<file path="config.mk">
export PLATFORM = sky130hd
export DESIGN_NAME = external_pin_interrupts
export DESIGN_NICKNAME = d
export VERILOG_FILES = /design/src/core/ext_irq_pkg.sv /design/src/core/external_pin_interrupts.sv
export VERILOG_INCLUDE_DIRS = /design/src /design/src/core
export SDC_FILE = /design/constraint.sdc
export NUM_CORES = 1
export LEC_CHECK = 0
export BUFFER_PORTS_ARGS = -buffer_cell sky130_fd_sc_hd__buf_2
export CORE_MARGIN = 3
export CORE_UTILIZATION = 25
export CTS_BUF_LIST = sky130_fd_sc_hd__clkbuf_16
export DETAILED_ROUTE_END_ITERATION = 7
export GPL_TIMING_DRIVEN = 0
export PLACE_DENSITY = 0.43
export SYNTH_ARGS = -nofsm -noshare
export SYNTH_HDL_FRONTEND = slang
export SYNTH_SLANG_ARGS = --single-unit
</file>
<file path="constraint.sdc">
create_clock -name aclk -period 3.95 [get_ports aclk]
set_input_delay 0.395 -clock aclk [delete_from_list [all_inputs] [get_ports aclk]]
set_output_delay 0.395 -clock aclk [all_outputs]
set_load 0.05 [all_outputs]
</file>
<file path="src/core/ext_irq_regs.svh">
// register indices, field positions and reset values of the external interrupt block
`ifndef EXT_IRQ_REGS_SVH
`define EXT_IRQ_REGS_SVH

// ----------------------------------------------------------------------
// register indices (byte address = index * 4)
// ----------------------------------------------------------------------
`define IDX_MASK_GROUP0 8'h09
`define IDX_MASK_GROUP1 8'h0A
`define IDX_FLAGS 8'h0B
`define IDX_ENABLE 8'h0C
`define IDX_MASK_GROUP2 8'h1A
`define IDX_CONTROL 8'h20

// ----------------------------------------------------------------------
// field positions in the enable, flag and control registers
// ----------------------------------------------------------------------
`define BIT_EXT 0
`define BIT_GROUP0 4
`define BIT_GROUP1 5
`define BIT_GROUP2 6
`define SENSE_MSB 7
`define SENSE_LSB 6

// ----------------------------------------------------------------------
// implemented bits and reset values
// ----------------------------------------------------------------------
`define USED_ENABLE 8'h71
`define USED_MASK_GROUP0 8'hFF
`define USED_MASK_GROUP1 8'h0F
`define USED_MASK_GROUP2 8'h3F
`define USED_CONTROL 8'hC0
`define RESET_BYTE 8'h00

// ----------------------------------------------------------------------
// bus answers
// ----------------------------------------------------------------------
`define RESP_OKAY 2'h0
`define RESP_SLVERR 2'h2

`endif

</file>
<file path="src/core/ext_irq_pkg.sv">
// types shared by the external interrupt block
package ext_irq_pkg;

	localparam int PIN_COUNT = 18;

	typedef enum logic [1:0] {
		SENSE_LOW,
		SENSE_ANY,
		SENSE_FALL,
		SENSE_RISE
	} sense_e;

	// requests toward the cpu core: 0 ext pin, 1..3 change groups 0..2
	typedef struct packed {
		logic [3:0] req;
		logic wake;
	} irq_out_s;

	typedef struct packed {
		logic awready;
		logic wready;
		logic arready;
		logic bvalid;
		logic [1:0] bresp;
		logic rvalid;
		logic [1:0] rresp;
		logic [31:0] rdata;
		logic aw_held;
		logic [7:0] aw_idx;
		logic w_held;
		logic [7:0] w_byte;
		logic w_lane;
		logic [7:0] mask0;
		logic [7:0] mask1;
		logic [7:0] mask2;
		logic [7:0] enable;
		logic [7:0] control;
		logic [3:0] flags;
		logic ext_sample;
		logic ext_prev;
		logic [PIN_COUNT-1:0] pin_prev;
		logic [1:0] primed;
		irq_out_s irq;
	} state_s;

endpackage

</file>
<file path="src/core/external_pin_interrupts.sv">
// external pin and pin-change interrupt controller with an axi4-lite register slave
`timescale 1ns/1ps
`include "ext_irq_regs.svh"

module external_pin_interrupts #(
	parameter int ADDR_WIDTH = 12
) (
	// clock, reset, enable
	input wire logic aclk,
	input wire logic aresetn,
	input wire logic ce,
	// axi4-lite write address
	input wire logic awvalid,
	output logic awready,
	input wire logic [ADDR_WIDTH-1:0] awaddr,
	input wire logic [2:0] awprot,
	// axi4-lite write data
	input wire logic wvalid,
	output logic wready,
	input wire logic [31:0] wdata,
	input wire logic [3:0] wstrb,
	// axi4-lite write response
	output logic bvalid,
	input wire logic bready,
	output logic [1:0] bresp,
	// axi4-lite read address
	input wire logic arvalid,
	output logic arready,
	input wire logic [ADDR_WIDTH-1:0] araddr,
	input wire logic [2:0] arprot,
	// axi4-lite read data
	output logic rvalid,
	input wire logic rready,
	output logic [31:0] rdata,
	output logic [1:0] rresp,
	// pads
	input wire logic ext_irq_pin,
	input wire logic [ext_irq_pkg::PIN_COUNT-1:0] pin_change_inputs,
	// cpu core
	input wire logic global_irq_enable,
	input wire logic [3:0] irq_ack,
	output ext_irq_pkg::irq_out_s irq_out
);
	import ext_irq_pkg::*;

	state_s s;
	state_s next_s;
	sense_e sense;
	logic ext_rise;
	logic ext_fall;
	logic ext_event;
	logic wr_now;
	logic [PIN_COUNT-1:0] pin_mask;
	logic [PIN_COUNT-1:0] pc_change;
	logic [2:0] grp_set;
	logic [3:0] set_bits;
	logic [3:0] clr_bits;
	logic [7:0] rd_byte;
	logic rd_hit;
	logic wr_hit;

	// ----------------------------------------------------------------------
	// outputs
	// ----------------------------------------------------------------------
	assign awready = s.awready;
	assign wready = s.wready;
	assign arready = s.arready;
	assign bvalid = s.bvalid;
	assign bresp = s.bresp;
	assign rvalid = s.rvalid;
	assign rresp = s.rresp;
	assign rdata = s.rdata;
	assign irq_out = s.irq;

	// ----------------------------------------------------------------------
	// next state
	// ----------------------------------------------------------------------
	always_comb begin
		next_s = s;
		wr_now = s.aw_held && s.w_held && !s.bvalid;
		wr_hit = 1'b0;
		clr_bits = 4'h0;

		// register write, once address and data are both held
		if (wr_now) begin
			next_s.aw_held = 1'b0;
			next_s.w_held = 1'b0;
			next_s.bvalid = 1'b1;
			unique case (s.aw_idx)
				`IDX_MASK_GROUP0,
				`IDX_MASK_GROUP1,
				`IDX_MASK_GROUP2,
				`IDX_FLAGS,
				`IDX_ENABLE,
				`IDX_CONTROL: wr_hit = 1'b1;
				default: wr_hit = 1'b0;
			endcase
			next_s.bresp = wr_hit ? `RESP_OKAY : `RESP_SLVERR;
			if (wr_hit && s.w_lane) begin
				unique case (s.aw_idx)
					`IDX_MASK_GROUP0: next_s.mask0 = s.w_byte & `USED_MASK_GROUP0;
					`IDX_MASK_GROUP1: next_s.mask1 = s.w_byte & `USED_MASK_GROUP1;
					`IDX_MASK_GROUP2: next_s.mask2 = s.w_byte & `USED_MASK_GROUP2;
					`IDX_ENABLE: next_s.enable = s.w_byte & `USED_ENABLE;
					`IDX_CONTROL: next_s.control = s.w_byte & `USED_CONTROL;
					`IDX_FLAGS: begin
						// write one to clear
						clr_bits = {s.w_byte[`BIT_GROUP2], s.w_byte[`BIT_GROUP1],
							s.w_byte[`BIT_GROUP0], s.w_byte[`BIT_EXT]};
					end
					default: clr_bits = 4'h0;
				endcase
			end
		end

		// write channels
		if (awvalid && s.awready) begin
			next_s.aw_held = 1'b1;
			next_s.aw_idx = awaddr[9:2];
		end
		if (wvalid && s.wready) begin
			next_s.w_held = 1'b1;
			next_s.w_byte = wdata[7:0];
			next_s.w_lane = wstrb[0];
		end
		if (s.bvalid && bready) begin
			next_s.bvalid = 1'b0;
		end

		// read channels
		rd_hit = 1'b1;
		unique case (araddr[9:2])
			`IDX_MASK_GROUP0: rd_byte = s.mask0;
			`IDX_MASK_GROUP1: rd_byte = s.mask1;
			`IDX_MASK_GROUP2: rd_byte = s.mask2;
			`IDX_ENABLE: rd_byte = s.enable;
			`IDX_CONTROL: rd_byte = s.control;
			`IDX_FLAGS: begin
				rd_byte = 8'h00;
				rd_byte[`BIT_EXT] = s.flags[0];
				rd_byte[`BIT_GROUP0] = s.flags[1];
				rd_byte[`BIT_GROUP1] = s.flags[2];
				rd_byte[`BIT_GROUP2] = s.flags[3];
			end
			default: begin
				rd_byte = 8'h00;
				rd_hit = 1'b0;
			end
		endcase
		if (s.rvalid && rready) begin
			next_s.rvalid = 1'b0;
		end
		if (arvalid && s.arready) begin
			next_s.rvalid = 1'b1;
			next_s.rdata = {24'h000000, rd_byte};
			next_s.rresp = rd_hit ? `RESP_OKAY : `RESP_SLVERR;
		end
		next_s.awready = !next_s.aw_held && !next_s.bvalid;
		next_s.wready = !next_s.w_held && !next_s.bvalid;
		next_s.arready = !next_s.rvalid;

		// pad sampling, independent of pad direction
		next_s.ext_sample = ext_irq_pin;
		next_s.ext_prev = s.ext_sample;
		next_s.pin_prev = pin_change_inputs;
		next_s.primed = {s.primed[0], 1'b1};

		// dedicated pin sense decode
		sense = sense_e'(s.control[`SENSE_MSB:`SENSE_LSB]);
		ext_rise = s.primed[1] && s.ext_sample && !s.ext_prev;
		ext_fall = s.primed[1] && !s.ext_sample && s.ext_prev;
		unique case (sense)
			SENSE_LOW: ext_event = 1'b0;
			SENSE_ANY: ext_event = ext_rise || ext_fall;
			SENSE_FALL: ext_event = ext_fall;
			SENSE_RISE: ext_event = ext_rise;
		endcase

		// pin-change groups
		pin_mask = {s.mask2[5:0], s.mask1[3:0], s.mask0};
		pc_change = (pin_change_inputs ^ s.pin_prev) & pin_mask & {PIN_COUNT{s.primed[0]}};
		grp_set[0] = |pc_change[7:0];
		grp_set[1] = |pc_change[11:8];
		grp_set[2] = |pc_change[17:12];

		// flags: a set in the same cycle as a clear wins
		set_bits = {grp_set, ext_event};
		clr_bits = clr_bits | irq_ack;
		next_s.flags = (s.flags & ~clr_bits) | set_bits;
		if (sense_e'(next_s.control[`SENSE_MSB:`SENSE_LSB]) == SENSE_LOW) begin
			next_s.flags[0] = 1'b0;
		end

		// requests toward the core
		if (sense_e'(next_s.control[`SENSE_MSB:`SENSE_LSB]) == SENSE_LOW) begin
			// live level: a vanished level leaves no request behind
			next_s.irq.req[0] = global_irq_enable && next_s.enable[`BIT_EXT]
				&& !ext_irq_pin;
		end else begin
			next_s.irq.req[0] = global_irq_enable && next_s.enable[`BIT_EXT]
				&& next_s.flags[0];
		end
		next_s.irq.req[1] = global_irq_enable && next_s.enable[`BIT_GROUP0]
			&& next_s.flags[1];
		next_s.irq.req[2] = global_irq_enable && next_s.enable[`BIT_GROUP1]
			&& next_s.flags[2];
		next_s.irq.req[3] = global_irq_enable && next_s.enable[`BIT_GROUP2]
			&& next_s.flags[3];

		// wake does not wait for the global flag
		next_s.irq.wake = (next_s.enable[`BIT_EXT] && !ext_irq_pin
			&& sense_e'(next_s.control[`SENSE_MSB:`SENSE_LSB]) == SENSE_LOW)
			|| (next_s.enable[`BIT_GROUP0] && next_s.flags[1])
			|| (next_s.enable[`BIT_GROUP1] && next_s.flags[2])
			|| (next_s.enable[`BIT_GROUP2] && next_s.flags[3]);
	end

	// ----------------------------------------------------------------------
	// state register
	// ----------------------------------------------------------------------
	always_ff @(posedge aclk) begin
		if (!aresetn) begin
			s <= '0;
		end else if (ce) begin
			s <= next_s;
		end
	end

	// ----------------------------------------------------------------------
	// checks
	// ----------------------------------------------------------------------
	a_level_flag_clear: assert property (
		@(posedge aclk) disable iff (!aresetn)
		(s.control[`SENSE_MSB:`SENSE_LSB] == 2'b00) |-> !s.flags[0])
		else $error("ext flag set in low-level mode");

	a_group0_set: assert property (
		@(posedge aclk) disable iff (!aresetn)
		(ce && s.primed[0] && |((pin_change_inputs[7:0] ^ s.pin_prev[7:0]) & s.mask0))
		|=> s.flags[1])
		else $error("group 0 toggle did not set flag");

	a_group1_set: assert property (
		@(posedge aclk) disable iff (!aresetn)
		(ce && s.primed[0]
			&& |((pin_change_inputs[11:8] ^ s.pin_prev[11:8]) & s.mask1[3:0]))
		|=> s.flags[2])
		else $error("group 1 toggle did not set flag");

	a_group2_set: assert property (
		@(posedge aclk) disable iff (!aresetn)
		(ce && s.primed[0]
			&& |((pin_change_inputs[17:12] ^ s.pin_prev[17:12]) & s.mask2[5:0]))
		|=> s.flags[3])
		else $error("group 2 toggle did not set flag");

	a_global_gate: assert property (
		@(posedge aclk) disable iff (!aresetn)
		(ce && !global_irq_enable) |=> (s.irq.req == 4'h0))
		else $error("request raised with global flag clear");

	a_group_enable: assert property (
		@(posedge aclk) disable iff (!aresetn)
		s.irq.req[3:1] != 3'b000 |-> ((s.irq.req[3:1] & ~{s.enable[`BIT_GROUP2],
			s.enable[`BIT_GROUP1], s.enable[`BIT_GROUP0]}) == 3'b000)
			&& ((s.irq.req[3:1] & ~s.flags[3:1]) == 3'b000))
		else $error("group request without enable and flag");

	a_ext_enable: assert property (
		@(posedge aclk) disable iff (!aresetn)
		s.irq.req[0] |-> s.enable[`BIT_EXT])
		else $error("ext request without enable");

	a_level_request: assert property (
		@(posedge aclk) disable iff (!aresetn)
		(ce && global_irq_enable && s.enable[`BIT_EXT] && !ext_irq_pin && !wr_now
			&& s.control[`SENSE_MSB:`SENSE_LSB] == 2'b00) |=> s.irq.req[0])
		else $error("low level not requesting");

	a_rise_edge: assert property (
		@(posedge aclk) disable iff (!aresetn)
		(ce && !wr_now && s.primed[1] && s.control[`SENSE_MSB:`SENSE_LSB] == 2'b11
			&& s.ext_sample && !s.ext_prev) |=> s.flags[0])
		else $error("rising edge missed");

	a_write_clear: assert property (
		@(posedge aclk) disable iff (!aresetn)
		(ce && wr_now && s.w_lane && s.aw_idx == `IDX_FLAGS && s.w_byte[`BIT_GROUP0])
		|=> (s.flags[1] == $past(grp_set[0])))
		else $error("write one did not clear group 0 flag");

	a_ack_set_wins: assert property (
		@(posedge aclk) disable iff (!aresetn)
		(ce && irq_ack[1] && grp_set[0]) |=> s.flags[1])
		else $error("set lost against acknowledge");

	a_reserved_zero: assert property (
		@(posedge aclk) disable iff (!aresetn)
		(ce && arvalid && s.arready && araddr[9:2] == `IDX_MASK_GROUP2)
		|=> (s.rdata[7:6] == 2'b00) && s.rvalid)
		else $error("reserved bits read non-zero");

	a_bresp_order: assert property (
		@(posedge aclk) disable iff (!aresetn)
		(s.bvalid && !$past(s.bvalid)) |-> $past(wr_now))
		else $error("write response before address and data");

	a_ce_freeze: assert property (
		@(posedge aclk) disable iff (!aresetn)
		!ce |=> $stable(s))
		else $error("state moved with clock enable low");

	a_fall_edge: assert property (
		@(posedge aclk) disable iff (!aresetn)
		(ce && !wr_now && s.primed[1] && s.control[`SENSE_MSB:`SENSE_LSB] == 2'b10
			&& !s.ext_sample && s.ext_prev) |=> s.flags[0])
		else $error("falling edge missed");

	a_any_change: assert property (
		@(posedge aclk) disable iff (!aresetn)
		(ce && !wr_now && s.primed[1] && s.control[`SENSE_MSB:`SENSE_LSB] == 2'b01
			&& (s.ext_sample != s.ext_prev)) |=> s.flags[0])
		else $error("change missed in any-change mode");

	a_no_edge_quiet: assert property (
		@(posedge aclk) disable iff (!aresetn)
		(ce && !wr_now && (s.ext_sample == s.ext_prev) && !s.flags[0]) |=> !s.flags[0])
		else $error("ext flag set without a sampled edge");

	a_level_release: assert property (
		@(posedge aclk) disable iff (!aresetn)
		(ce && ext_irq_pin && !wr_now && s.control[`SENSE_MSB:`SENSE_LSB] == 2'b00)
		|=> !s.irq.req[0])
		else $error("request left after low level vanished");

	a_level_wake: assert property (
		@(posedge aclk) disable iff (!aresetn)
		(ce && s.enable[`BIT_EXT] && !ext_irq_pin && !wr_now
			&& s.control[`SENSE_MSB:`SENSE_LSB] == 2'b00) |=> s.irq.wake)
		else $error("low level gave no wake");

	a_group_wake: assert property (
		@(posedge aclk) disable iff (!aresetn)
		(s.enable[`BIT_GROUP0] && s.flags[1]) |-> s.irq.wake)
		else $error("pending group 0 change gave no wake");

	a_masked_quiet: assert property (
		@(posedge aclk) disable iff (!aresetn)
		(ce && !wr_now && s.mask0 == 8'h00 && !s.flags[1]) |=> !s.flags[1])
		else $error("group 0 flag set with all inputs masked");

	a_ack_clear: assert property (
		@(posedge aclk) disable iff (!aresetn)
		(ce && irq_ack[1] && !grp_set[0]) |=> !s.flags[1])
		else $error("service did not clear group 0 flag");

	a_rdata_upper: assert property (
		@(posedge aclk) disable iff (!aresetn)
		s.rvalid |-> (s.rdata[31:8] == 24'h000000))
		else $error("read data upper bytes non-zero");

endmodule // external_pin_interrupts

</file>
Word-level counts from Yosys, hierarchy flattened
Cells that the tools add are included.
- flip-flop bits (word level): 91
- logic and storage cells: 125
- eq/ne operators: 15
- muxes and demuxes: 24
- bitwise operators: 7
- reductions and logical operators: 54
- operators by type and width (cell ; count):
    $eq 8x4->1 const B ; 8
    $pmux 8 s6 ; 1
    $and 18x18->18 ; 2
    $mux 35 ; 1
    $mux 15 ; 2
    $logic_and 1x1->1 ; 28
    $reduce_or 6->1 ; 3
    $xor 18x18->18 ; 1
    $eq 8x5->1 const B ; 2
    $eq 8x6->1 const B ; 2
    $mux 4 ; 3
    $reduce_and 4->1 ; 3
    $mux 10 ; 1
    $mux 1 ; 9
    $mux 9 ; 1
    $logic_not 1->1 ; 8
    $mux 8 ; 1
    $or 4x4->4 ; 2
    $reduce_and 2->1 ; 4
    $reduce_or 8->1 ; 1
    $mux 7 ; 1
    $and 4x4->4 ; 1
    $eq 2x2->1 const B ; 2
    $logic_not 2->1 ; 2
    other kinds (7) ; 11

Longest topological paths before layout
- word-level depth: 15
- depth in mapped cells: 7
- depth with buffers taken out: 6

Worst setup path after synthesis
OpenSTA, ideal clock, no wires.
- path kind: register to register
- start: register s (netlist bit bvalid)
- end: register s (netlist bit irq_out[1])
- data arrival time: 1.936 ns
- slack: 1.926 ns
- cell stages (with the launch flop): 8
- buffers on the path: 1
- period minus slack after synthesis: 2.024 ns
- cell sequence: dfxtp_1 > and4b_4 > and4_1 > buf_6 > a211o_1 > a21boi_2 > nor2_1 > o32ai_2
- cells in the longest elaborated chain, start to end: 10
- elaborated cells on any way between the ends: 14
- classes of those cells: mux: 4; bitwise: 4; reduce/logical: 6
- RTL lines (what ; RTL line ; RTL):
    start: declaration ; external_pin_interrupts.sv:46 ; state_s s;
    start signal: assignment ; external_pin_interrupts.sv:225 ; s <= next_s;
    $logic_not 1->1 (*) ; external_pin_interrupts.sv:80 ; wr_now = s.aw_held && s.w_held && !s.bvalid;
    $logic_and 1x1->1 (*) ; external_pin_interrupts.sv:80 ;
    $mux 4 ; external_pin_interrupts.sv:85 ; if (wr_now) begin
    $or 4x4->4 ; external_pin_interrupts.sv:188 ; clr_bits = clr_bits | irq_ack;
    $not 4->4 ; external_pin_interrupts.sv:189 ; next_s.flags = (s.flags & ~clr_bits) | set_bits;
    $and 4x4->4 ; external_pin_interrupts.sv:189 ;
    $or 4x4->4 ; external_pin_interrupts.sv:189 ;
    $mux 1 ; external_pin_interrupts.sv:190 ; if (sense_e'(next_s.control[`SENSE_MSB:`SENSE_LSB]) == SENSE_LOW) begin
    $logic_and 1x1->1 ; external_pin_interrupts.sv:200 ; next_s.irq.req[0] = global_irq_enable && next_s.enable[`BIT_EXT]
    $mux 1 (*) ; external_pin_interrupts.sv:195 ; if (sense_e'(next_s.control[`SENSE_MSB:`SENSE_LSB]) == SENSE_LOW) begin
Every way passes the cells marked *; elsewhere a longest branch is shown, timed or not.
A chain may end at the register's enable or synchronous reset.

Worst setup path after layout
- start: register s[86] (netlist bit)
- end: register s (netlist bit irq_out[0])
- cells in the longest elaborated chain, start to end: 15
- elaborated cells on any way between the ends: 30
- classes of those cells: eq/ne: 6; mux: 9; bitwise: 4; reduce/logical: 11
- RTL lines (what ; RTL line ; RTL):
    $eq 8x4->1 (tied with other cells) ; external_pin_interrupts.sv:89, external_pin_interrupts.sv:100 ;
    $reduce_or 6->1 ; external_pin_interrupts.sv:89 ; unique case (s.aw_idx)
    $mux 1 ; external_pin_interrupts.sv:89 ;
    $mux 1 ; external_pin_interrupts.sv:85 ;
    $logic_and 1x1->1 ; external_pin_interrupts.sv:99 ; if (wr_hit && s.w_lane) begin
    $mux 4 ; external_pin_interrupts.sv:99 ;
    $mux 4 ; external_pin_interrupts.sv:85 ;
    $or 4x4->4 ; external_pin_interrupts.sv:188 ;
    $not 4->4 ; external_pin_interrupts.sv:189 ;
    $and 4x4->4 ; external_pin_interrupts.sv:189 ;
    $or 4x4->4 ; external_pin_interrupts.sv:189 ;
    $logic_and 1x1->1 ; external_pin_interrupts.sv:213 ; || (next_s.enable[`BIT_GROUP0] && next_s.flags[1])
    $logic_or 1x1->1 (2 in a row) ; external_pin_interrupts.sv:211 ; next_s.irq.wake = (next_s.enable[`BIT_EXT] && !ext_irq_pin
    $logic_or 1x1->1 (*) ; external_pin_interrupts.sv:211 ;
Every way passes the cells marked *; elsewhere a longest branch is shown, timed or not. The select of a mux whose other input is x is not followed.

==> flow_metrics.py <==
metrics = {
    "route": {
        "antenna_left": 0,
        "routedWlPerCell_um": 15.11,
        "drc": 0,
        "vias_per_cell": 4.341,
        "dr.pass1.iters": 5,
        "routed_wl_mm": 12.56,
        "drt-initial-drc-count": 168,
        "num_vias": 3607,
    },
    "critical_path": {
        "cp.arrival_ns": 2.14,
        "crit_buf_inv": 0,
        "slowest_delay_ns": 0.38,
        "cp_max_fo": 5,
        "critical_path_class": "reg -> reg",
        "crit_start": "s[86]$_SDFFE_PN0P_",
        "critPathRequiredTime_ns": 4.17,
        "cp_top_family": "simple AND/OR/NAND/NOR gates",
        "cp-start-kind": "flip-flop",
        "cp_slowest_cell": "mux2_2",
        "crit_chain": "nor4b_4 -> nand4_1 -> mux2_2 -> o21ai_2 -> o311a_1 -> a31oi_1",
        "critPathCaptureType": "flip-flop",
        "r2r-start": "s[86]$_SDFFE_PN0P_",
    },
    "place": {
        "port_buffers": 75,
        "place_ws_ns": 1.700,
        "dp_hpwl_mm": 10.09,
        "gp_congestion": 0.8145,
    },
    "synth": {
        "synthFlopType": "dfxtp_1",
        "synthTopCellsByArea": "dfxtp_1, mux2i_1, nor2b_1",
        "synth-compound-area-share": 0.1498,
        "yosys_warnings": 0,
        "synth_top_family_by_area": "simple AND/OR/NAND/NOR gates",
        "ys_ff_latch": 89,
        "yosys-top-cells-count": "dfxtp_1, nor2b_1, nand2_1",
        "synthAdderAreaFrac": 0,
        "netlist_area_um2": 4634,
        "synth_top_area_cell": "dfxtp_1",
        "asyncSetResetFlopFracSynth": 0,
        "synth_cell_type_count": 66,
        "synthSimpleGateAreaFrac": 0.2192,
        "muxShareOfSynthArea": 0.1153,
        "synth_xor_area_frac": 0.03402,
        "synth_edf_count": 0,
        "synth_most_common_cell": "dfxtp_1",
        "synth_top_area_frac": 0.3844,
        "syn_area_per_cell_um2": 9.536,
        "ys_seq_area_frac": 0.3844,
        "netlist_instances": 486,
    },
    "clock_network": {
        "root_buffer": "clkbuf_16",
        "cts_tree": "built",
        "cts_buffers": 9,
        "htreeDepth": 3,
        "cts_setup_buffers": 0,
        "clock-sinks": 89,
        "clk_pin_slew_ns": 0.07,
        "cts_max_path_buffers": 2,
        "postCtsHoldBufs": 0,
        "clkLatencyLatePin_ns": 0.34,
        "cts-resized-gates": 0,
    },
    "job": {
        "max_cap_violations": 0,
    },
    "floorplanning": {
        "row_count": 49,
        "ios": 144,
        "die_w_um": 142.2,
        "die_h_um": 142.2,
        "dieArea_um2": 20210,
        "coreArea_um2": 18090,
        "initial_core_util": 0.2562,
    },
    "global_routing": {
        "grt_start_max_net_pins": 16,
        "grt.overflow.total": 0,
        "antenna_found_initial": 0,
        "grt_pass1_wl_mm": 19.68,
        "grt_pass1_vias": 3607,
        "grt_use_total": 0.1256,
    },
    "sta": {
        "period_needed_ns": 1.923,
        "fin_skew_ns": 0.005133,
        "rsz0062_at_grt": "no",
        "tns_ns": 0,
        "fmax_ghz": 0.5201,
        "finalSetupViolCount": 0,
        "worst_pin_slew_ns": 0.5415,
        "drv_slew": 0,
        "relSlewSlack": 0.6390,
        "worst_slack_ns": 2.027,
        "hold_violations": 0,
        "min_period_over_period": 0.4868,
    },
    "outcome": {
        "status": "finished clean",
    },
    "hold_path": {
        "hp-start": "wdata[0]",
        "min_path_type": "in -> reg",
    },
    "layout": {
        "drive_above_1_share": 0.2674,
        "diodes": 0,
        "syn2layout_area_growth_pct": 22.68,
        "final_nets": 695,
    },
    "pwr": {
        "leakage_nw": 2.543,
        "peakVddDrop_mv": 0.2085,
        "powerDensity_nw_per_um2": 365.8,
    },
}
==> worst min-delay path, cell delays in order <==
cell and delay, ns:
buf_2 0.10, nand2_1 0.04, a21boi_0 0.06
==> where the power goes <==
group	total [mW]	leakage, nW	internal, mW	switching [mW]
Combinational	0.273	1.68	0.103	0.169
Clock	0.862	0.135	0.489	0.373
Sequential	0.945	0.724	0.923	0.0220
Total	2.08	2.54	1.52	0.564
==> logic make-up after synthesis <==
logic type / count (synthesis)
buffers and inverters: 67
and+or+nand+nor: 165
other: 1
DFF: 89
AOI/OAI and AO/OA: 93
xor gates and xnor gates: 18
muxes: 53
==> final cells by class <==
| cell class | instances | area [µm²] |
|---|---|---|
| clock inverter | 7 | 70.07 |
| clock buffer | 9 | 225.2 |
| inverter | 5 | 18.77 |
| tap | 229 | 286.5 |
| timing repair buffer | 75 | 375.4 |
| buffer | 62 | 427.9 |
| multi-input combinational | 355 | 2500 |
| fill | 1917 | 12400 |
| sequential | 89 | 1782 |
==> per-layer routing <==
metal | GRT usage | up-vias | routed length (µm)
met5 | 0 | - | 0
met1 | 0.1665 | 1642 | 5996
met4 | 0.04242 | 0 | 187
met2 | 0.2025 | 88 | 5787
met3 | 0.02789 | 12 | 588
li1 | - | 1865 | -
==> worst paths after layout <==
check	endpoint	slack [ns]	depth (start not counted)
setup / recovery	irq_out[0]$_SDFFE_PN0P_	2.03	6
hold / removal	s[72]$_SDFFE_PN0P_	0.30	3
setup reg to reg	irq_out[0]$_SDFFE_PN0P_	2.03	6
hold reg to reg	bresp[1]$_SDFFE_PN0P_	0.47	2
==> placed cells by master, fill, tap and decap left out, types with 3 or more instances in the layout <==
cell,instances
dfxtp_1,89
buf_2,78
nor2b_1,60
nand2_1,53
mux2i_1,50
buf_4,41
conb_1,26
a21boi_0,21
xor2_1,18
a21oi_1,15
a22oi_1,13
clkbuf_1,12
clkbuf_16,9
o211a_1,8
o21ai_0,7
nand3_1,6
inv_1,5
nand2b_1,5
nor2_1,5
a222oi_1,5
and2_1,4
a22o_1,4
o21a_1,3
nand4_1,3
mux2_2,3
o2bb2ai_1,3
clkinvlp_4,3
==> through the flow <==
step | area, µm² | power [mW] | instances | hold slack (ns) | util
3_5_place_dp | 5390 | 1.241 | 815 | 0.4657 | 0.2980
3_3_place_gp | 5390 | 1.237 | 815 | 0.4644 | 0.2980
6_report | 5685 | 2.080 | 831 | 0.3012 | 0.3144
4_1_cts | 5685 | 2.109 | 831 | 0.2897 | 0.3144
2_1_floorplan | 4728 | 1.159 | 511 | 0.4413 | -
5_1_grt | 5685 | 2.175 | 831 | 0.2933 | 0.3144
==> registers in the layout, indices dropped and copies added, names as in the netlist, 2 cells and up <==
signal    flops
irq_out       5
rdata         8
pin_mask     18
s            49
next_s        2
Note: power is estimated with default switching activity, not from simulation.
